===== src/logic/aid_pkg.sv =====
`default_nettype none
package aid_pkg;
  // single-byte opcodes
  localparam logic [7:0] OP_ROT_L  = 8'h23;
  localparam logic [7:0] OP_ROT_LC = 8'h33;
  localparam logic [7:0] OP_ROT_R  = 8'h03;
  localparam logic [7:0] OP_ROT_RC = 8'h13;
  localparam logic [7:0] OP_SWAP   = 8'hC4;
  localparam logic [7:0] OP_MULT   = 8'hA4;
  localparam logic [7:0] OP_DIV    = 8'h84;
  // high nibble of each operation group
  localparam logic [3:0] HI_ADD    = 4'h2;
  localparam logic [3:0] HI_ADD_CY = 4'h3;
  localparam logic [3:0] HI_SUB_BW = 4'h9;
  localparam logic [3:0] HI_AND    = 4'h5;
  localparam logic [3:0] HI_OR     = 4'h4;
  localparam logic [3:0] HI_XOR    = 4'h6;
  // low nibble of the addressing forms
  localparam logic [3:0] LO_DIR_ACC = 4'h2;
  localparam logic [3:0] LO_DIR_IMM = 4'h3;
  localparam logic [3:0] LO_IMM     = 4'h4;
  localparam logic [3:0] LO_DIR     = 4'h5;
  localparam logic [2:0] LO_IND     = 3'h3;  // low nibble 6 or 7
  localparam int         REG_BIT    = 3;     // low nibble 8..F
  // lengths, machine cycles, addresses, reset values
  localparam logic [1:0] LEN_1      = 2'h1;
  localparam logic [1:0] LEN_2      = 2'h2;
  localparam logic [1:0] LEN_3      = 2'h3;
  localparam logic [2:0] CYC_1      = 3'h1;
  localparam logic [2:0] CYC_2      = 3'h2;
  localparam logic [2:0] CYC_MULDIV = 3'h4;
  localparam logic [7:0] ADDR_B     = 8'hF0;
  localparam logic [7:0] RST_ACC    = 8'h00;

  typedef enum logic [3:0] {
    ALU_NONE, ALU_ADD, ALU_ADD_CY, ALU_SUB_BW, ALU_AND, ALU_OR, ALU_XOR,
    ALU_ROT_L, ALU_ROT_LC, ALU_ROT_R, ALU_ROT_RC, ALU_SWAP, ALU_MULT, ALU_DIV
  } aid_alu_t;
  typedef enum logic [2:0] {
    SRC_NONE, SRC_REG, SRC_DIR, SRC_IND, SRC_IMM, SRC_ACC
  } aid_kind_t;
  typedef enum logic [2:0] {
    ST_OPC = 3'h0, ST_OP1 = 3'h1, ST_OP2 = 3'h3,
    ST_EXEC = 3'h2, ST_WAIT = 3'h6
  } aid_state_t;

  typedef struct packed { logic valid; logic [7:0] data; } aid_code_t;
  typedef struct packed {
    aid_kind_t  kind;
    logic [2:0] index;
    logic       ptr_sel;
    logic [7:0] addr;
  } aid_src_t;
  typedef struct packed {
    logic valid; logic [7:0] addr; logic [7:0] data;
  } aid_wr_t;
  typedef struct packed {
    logic valid; logic [7:0] opcode; logic [1:0] bytes;
    logic [2:0] cycles; logic legal;
  } aid_done_t;
  typedef struct packed { logic carry; logic aux; logic ovf; } aid_flags_t;
  typedef struct packed {
    aid_alu_t   alu; aid_kind_t kind; logic to_dir;
    logic [1:0] bytes; logic [2:0] cycles; logic legal;
  } aid_dec_t;
  typedef struct packed {
    aid_state_t st;
    logic [7:0] opcode, op1, op2, acc, a_old;
    logic       c_old;
    aid_flags_t flags;
    logic [1:0] left;
    aid_wr_t    wr;
    aid_done_t  done;
  } aid_regs_t;
endpackage
`default_nettype wire


===== src/logic/aid_alu_decode.sv =====
`timescale 1ns/10ps
`default_nettype none
module aid_alu_decode
  import aid_pkg::*;
(
  // clock and reset
  input  wire logic      i_clock,
  input  wire logic      i_reset_n,
  // program memory bytes
  input  wire aid_code_t i_code,
  output logic           o_code_ready,
  // operand fetch and result write
  output aid_src_t       o_src,
  input  wire logic [7:0] i_src_data,
  input  wire logic [7:0] i_b_data,
  output aid_wr_t        o_wr,
  // core state
  output logic [7:0]     o_acc,
  output aid_flags_t     o_flags,
  output aid_done_t      o_done
);
  aid_regs_t s, n;
  aid_dec_t  d, d_in;
  logic [7:0] a, b, res, bres;
  logic [8:0] sum9;
  logic [4:0] nib5;
  logic [15:0] prod;
  aid_flags_t fl;

  // opcode to operation, length and cycle count
  function automatic aid_dec_t decode(input logic [7:0] op);
    aid_dec_t r;
    r = '{ALU_NONE, SRC_NONE, 1'b0, LEN_1, CYC_1, 1'b1};
    case (op[7:4])
      HI_ADD:    r.alu = ALU_ADD;
      HI_ADD_CY: r.alu = ALU_ADD_CY;
      HI_SUB_BW: r.alu = ALU_SUB_BW;
      HI_AND:    r.alu = ALU_AND;
      HI_OR:     r.alu = ALU_OR;
      HI_XOR:    r.alu = ALU_XOR;
      default: r.alu = ALU_NONE;
    endcase
    if (r.alu != ALU_NONE)
    begin
      if (op[REG_BIT])
        r.kind = SRC_REG;
      else if (op[2:0] == LO_DIR[2:0])
        begin r.kind = SRC_DIR; r.bytes = LEN_2; end
      else if (op[2:1] == LO_IND[1:0] && op[3:1] == LO_IND)
        r.kind = SRC_IND;
      else if (op[3:0] == LO_IMM)
        begin r.kind = SRC_IMM; r.bytes = LEN_2; end
      else if (op[3:0] == LO_DIR_ACC && r.alu >= ALU_AND)
      begin
        r.kind = SRC_ACC;
        r.to_dir = 1'b1;
        r.bytes = LEN_2;
      end
      else if (op[3:0] == LO_DIR_IMM && r.alu >= ALU_AND)
      begin
        r.kind = SRC_IMM;
        r.to_dir = 1'b1;
        r.bytes = LEN_3;
        r.cycles = CYC_2;
      end
      else
        r.alu = ALU_NONE;
    end
    if (r.alu == ALU_NONE)  // rotates 23 and 33 share the add nibbles
    begin
      case (op)
        OP_ROT_L:  r.alu = ALU_ROT_L;
        OP_ROT_LC: r.alu = ALU_ROT_LC;
        OP_ROT_R:  r.alu = ALU_ROT_R;
        OP_ROT_RC: r.alu = ALU_ROT_RC;
        OP_SWAP:   r.alu = ALU_SWAP;
        OP_MULT:   begin r.alu = ALU_MULT; r.cycles = CYC_MULDIV; end
        OP_DIV:    begin r.alu = ALU_DIV; r.cycles = CYC_MULDIV; end
        default: r.legal = 1'b0;      // other groups pass as no-ops
      endcase
    end
    return r;
  endfunction

  assign d    = decode(s.opcode);
  assign d_in = decode(i_code.data);

  // operand address comes straight from the held opcode bytes
  always_comb
  begin
    o_src.kind    = d.kind;
    o_src.index   = s.opcode[2:0];
    o_src.ptr_sel = s.opcode[0];
    o_src.addr    = s.op1;
  end

  // datapath: destination value and second operand
  always_comb
  begin
    a    = d.to_dir ? i_src_data : s.acc;
    b    = (d.kind == SRC_IMM) ? ((d.bytes == LEN_3) ? s.op2 : s.op1)
         : (d.kind == SRC_ACC) ? s.acc : i_src_data;
    fl   = s.flags;
    res  = a;
    bres = i_b_data;
    sum9 = 9'h000;
    nib5 = 5'h00;
    prod = 16'(a) * 16'(i_b_data);
    case (d.alu)
      ALU_ADD, ALU_ADD_CY:
      begin
        sum9 = {1'b0, a} + {1'b0, b}
             + {8'h00, d.alu == ALU_ADD_CY && s.flags.carry};
        nib5 = {1'b0, a[3:0]} + {1'b0, b[3:0]}
             + {4'h0, d.alu == ALU_ADD_CY && s.flags.carry};
        res  = sum9[7:0];
        fl   = '{sum9[8], nib5[4],
                 (a[7] == b[7]) && (sum9[7] != a[7])};
      end
      ALU_SUB_BW:
      begin
        sum9 = {1'b0, a} - {1'b0, b} - {8'h00, s.flags.carry};
        nib5 = {1'b0, a[3:0]} - {1'b0, b[3:0]} - {4'h0, s.flags.carry};
        res  = sum9[7:0];
        fl   = '{sum9[8], nib5[4],
                 (a[7] != b[7]) && (sum9[7] != a[7])};
      end
      ALU_AND:  res = a & b;
      ALU_OR:   res = a | b;
      ALU_XOR:  res = a ^ b;
      ALU_ROT_L:  res = {a[6:0], a[7]};
      ALU_ROT_LC: {fl.carry, res} = {a, s.flags.carry};
      ALU_ROT_R:  res = {a[0], a[7:1]};
      ALU_ROT_RC: {res, fl.carry} = {s.flags.carry, a};
      ALU_SWAP:   res = {a[3:0], a[7:4]};
      ALU_MULT:
      begin
        {bres, res} = prod;
        fl.carry = 1'b0;
        fl.ovf = (prod[15:8] != 8'h00);
      end
      ALU_DIV:
      begin
        // a zero divisor flags overflow and leaves A and B alone
        fl.carry = 1'b0;
        fl.ovf = (i_b_data == 8'h00);
        if (i_b_data != 8'h00)
        begin
          res  = a / i_b_data;
          bres = a % i_b_data;
        end
      end
      default: res = a;
    endcase
  end

  // sequencer: collect bytes, execute, then hold for extra cycles
  always_comb
  begin
    n = s;
    n.wr.valid = 1'b0;
    n.done.valid = 1'b0;
    case (s.st)
      ST_OPC:
        if (i_code.valid)
        begin
          n.opcode = i_code.data;
          n.st = (d_in.bytes == LEN_1) ? ST_EXEC : ST_OP1;
        end
      ST_OP1:
        if (i_code.valid)
        begin
          n.op1 = i_code.data;
          n.st = (d.bytes == LEN_3) ? ST_OP2 : ST_EXEC;
        end
      ST_OP2:
        if (i_code.valid)
        begin
          n.op2 = i_code.data;
          n.st = ST_EXEC;
        end
      ST_EXEC:
      begin
        n.a_old = s.acc;
        n.c_old = s.flags.carry;
        n.flags = fl;
        if (d.to_dir)
          n.wr = '{1'b1, s.op1, res};
        else
          n.acc = res;
        if (d.alu == ALU_MULT || d.alu == ALU_DIV)
          n.wr = '{1'b1, ADDR_B, bres};
        n.left = 2'(d.cycles - CYC_1);
        n.done = '{1'b0, s.opcode, d.bytes, d.cycles, d.legal};
        if (d.cycles == CYC_1)
        begin
          n.done.valid = 1'b1;
          n.st = ST_OPC;
        end
        else
          n.st = ST_WAIT;
      end
      ST_WAIT:
      begin
        n.left = s.left - 2'h1;
        if (s.left == 2'h1)
        begin
          n.done.valid = 1'b1;
          n.st = ST_OPC;
        end
      end
      default: n.st = ST_OPC;
    endcase
  end

  // state register, synchronous reset
  always_ff @(posedge i_clock)
  begin
    if (!i_reset_n)
    begin
      s <= '0;
      s.st <= ST_OPC;
      s.acc <= RST_ACC;
    end
    else
      s <= n;
  end

  assign o_code_ready = (s.st == ST_OPC) || (s.st == ST_OP1)
                     || (s.st == ST_OP2);
  assign o_wr    = s.wr;
  assign o_acc   = s.acc;
  assign o_flags = s.flags;
  assign o_done  = s.done;
endmodule
`default_nettype wire


===== config.mk =====
export PLATFORM = sky130hd
export DESIGN_NAME = aid_alu_decode
export DESIGN_NICKNAME = d
export VERILOG_FILES = /design/src/logic/aid_pkg.sv /design/src/logic/aid_alu_decode.sv
export SDC_FILE = /design/constraint.sdc
export NUM_CORES = 1
export LEC_CHECK = 0
export BUFFER_PORTS_ARGS = -buffer_cell sky130_fd_sc_hd__buf_2
export CORE_AREA = 2 2 131 133
export DETAILED_ROUTE_END_ITERATION = 8
export DIE_AREA = 0 0 133 135
export PLACE_DENSITY = 0.8
export SYNTH_ARGS = -nofsm -noshare
export SYNTH_HDL_FRONTEND = slang
export SYNTH_SLANG_ARGS = --single-unit

===== constraint.sdc =====
create_clock -name i_clock -period 39.8 [get_ports i_clock]
set_input_delay 9.95 -clock i_clock [delete_from_list [all_inputs] [get_ports i_clock]]
set_output_delay 9.95 -clock i_clock [all_outputs]
set_load 0.03 [all_outputs]

==> results.md <==
* CP max stage delay at 0.95 ns
* Max-cap viol count at 0
* Setup tns final at 0 ns
* GR Overflow Total at 0
* ANT nets after route at 0
* Clk sinks at 72
* Post-CTS sizing at 0
* Commonest non-fill, non-tap cell in the layout: nand2_1
* Worst setup path start: i_src_data[7]
* Outcome: complete, no violations
* CP max FO at 16
* I/O Pins at 86
* Root Buffer Master: clkbuf_16
* Post-synth EDFFs at 0
* Layout cells sized above 1 at 13.2%
* Placer Congestion at 1.05
* DR WL/cell at 21.3 um
* Setup Skew at 0.00759 ns
* Synth Net Count at 1444
* Reg2reg start: o_src[10]
* Yosys top cell by area: dfxtp_1
* Vias in the first global route at 9017
* TritonCTS Buffers at 9
* Dominant cells by area after synthesis: dfxtp_1, ha_1, fa_1, nand2_1, nor2_1
* Die Y at 135 um
* Critical path endpoint category: flip-flop
* Yosys warning total at 0
* Seq. cell area at 1440 sq um
* Average cell area after synthesis at 7.74 sq um
* Max VDD drop at 0.0000294 V
* RSZ-0062 raised after global routing: false
* First-pass GRT wire length at 49.3 mm
* Commonest cells after routing, fill and taps aside: nand2_1, nor2_1, ha_1
* Leakage at 4.82 nW
* Yosys cell types at 97
* Slew @ Worst Pin at 1.27 ns
* CP required at 40.04 ns
* Core Box Area at 16400 sq um
* Ys async rst share at 0%
* GRT Total Usage at 35.1%
* Initial Utilization at 59.9%
* Post-route insts no fill at 1491
* Hold Path Sink: o_done[10]
* Multi-input logic area at 7330 sq um
* Reg-to-reg endpoint: o_wr[5]
* Max-slew headroom at 15.2%
* Worst hold path depth at 2
* Fin. max-slew vios at 0
* Final worst path period share at 56.2%
* Final wirelength at 31.7 mm
* Setup violations, final at 0
* Dpl cells at 1475
* Register bit total from synthesis at 72
* Hold buffers post-CTS at 0
* Startpoint types: input pin
* Drt initial violations at 1189
* Worst Path Arrival at 22.61 ns
* Post-CTS setup buffers at 0
* Slowest CP cell: o221ai_1
* Area Overhead vs Synth at 4.53%
* Via/cell ratio at 6.45
* Largest net degree at the start of global routing at 74
* Maximum clock frequency at 0.0447 GHz
* Post-synth top area share at 14.7%
* Pwr Density at 32.1 nW/um^2
* Number of buffers added on ports at 85
* Sequential area share after synthesis at 14.7%
* # nets final at 1441
* Clk buf depth at 2
* CTS clock-pin slew for the worst setup and hold paths at 0.06 ns
* Worst R2R Path Depth at 48
* Worst setup path category: in2reg
* Cell Area, Synth at 9830 sq um
* Final Util at 62.6%
* Most Frequent Cell on Critical Path: ha_1
* TritonCTS clock tree: yes
* DRC errors left at 0
* Initial antenna violation count at 0
* FP Rows at 47
* First drt pass iteration count at 8
* Worst hold path type: reg2reg
* Hold path start: o_done[10]
* Minimum clock period at 22.37 ns
* Total of fill cells in the finished design at 1512
* Worst reg2reg setup slack at 26.09 ns
* Final HPWL from detailed placement at 24.5 mm
* Via count at 9620
* Chip width at 133 um
* Clk_lat worst skew at 0.34 ns
* Area of the die at 18000 sq um
* Cells after Synth at 1269
* Final Hold Violating Endpoints at 0
* Diodes inserted at 0
* Post-synth top flop: dfxtp_1
* H-tree depth at 3
[cells in the mapped netlist, drive strengths merged, types with 14 or more instances]
| master | instances |
|---|---|
| nor2 | 123 |
| o21ai | 67 |
| nor3 | 28 |
| clkbuf | 35 |
| a21boi | 45 |
| and2 | 14 |
| xor2 | 14 |
| nand3 | 19 |
| a21oi | 63 |
| a21o | 14 |
| ha | 107 |
| xnor2 | 26 |
| nand2 | 139 |
| mux2i | 17 |
| inv | 94 |
| fa | 41 |
| buf | 78 |
| dfxtp | 72 |
| o21a | 16 |
| a211oi | 19 |
[worst max-delay path, delay by kind of cell]
family / cells / cell delay (ns)
fa+ha+maj: 8 / 2.70
compound gates: 23 / 6.78
mux: 4 / 1.31
buf+inv: 3 / 0.28
simple gates: 9 / 1.56
[kinds of logic after synthesis]
group	after synthesis	share of synthesized area (%)
buffers and inverters	214	10.8
and+or+nand+nor	422	21.2
adders and majority gates	148	22.0
xor gates and xnor gates	40	3.57
DFF	72	14.7
AOI/OAI and AO/OA	344	24.6
muxes	29	3.22
[per-layer routing]
metal / GRT usage (%) / vias up / routed length, um
met5: 0.833 / - / 0
met4: 10.0 / 0 / 818
met3: 8.22 / 77 / 3550
met2: 53.3 / 521 / 13500
met1: 49.9 / 4592 / 13900
li1: - / 4430 / -
[sequential cells by signal, indices dropped and copies added (netlist names)]
register / count
o_wr: 17
o_done: 15
o_src: 11
o_flags: 3
o_acc: 8
s: 18
[how the worst max path moves through the flow]
stage	end	slack, ns	depth (start not counted)
3_3_place_gp	o_wr[5]	17.97	46
4_1_cts	o_wr[5]	17.66	47
5_1_grt	o_wr[5]	16.45	48
6_report	o_wr[5]	17.43	47
2_1_floorplan	o_acc[0]	19.30	49
3_5_place_dp	o_wr[5]	17.36	47
[report_power, final]
| part | leakage (nW) | total, mW | switching (mW) | internal (mW) |
|---|---|---|---|---|
| logic | 4.08 | 0.162 | 0.102 | 0.0603 |
| clock network | 0.157 | 0.0891 | 0.0338 | 0.0553 |
| registers | 0.584 | 0.0782 | 0.00375 | 0.0745 |
| total | 4.82 | 0.330 | 0.140 | 0.190 |
[through the flow]
| step | hold WS [ns] | total power, mW | cell area [sq um] | worst slack, ns |
|---|---|---|---|---|
| 3_5_place_dp | 0.456 | 0.236 | 9950 | 17.36 |
| 2_1_floorplan | 0.441 | 0.198 | 9830 | 19.30 |
| 5_1_grt | 0.492 | 0.348 | 10300 | 16.45 |
| 6_report | 0.460 | 0.330 | 10300 | 17.43 |
| 3_3_place_gp | 0.448 | 0.235 | 9950 | 17.97 |
| 4_1_cts | 0.465 | 0.325 | 10300 | 17.66 |
[cell type report]
type	count	share of cell area [%]
clock buffer	10	2.23
multi-input combinational	983	71.3
tap	220	2.68
timing repair buffer	99	5.16
inverter	101	3.69
sequential	72	14.0
clock inverter	6	0.889
(Power assumes the default switching activity.)
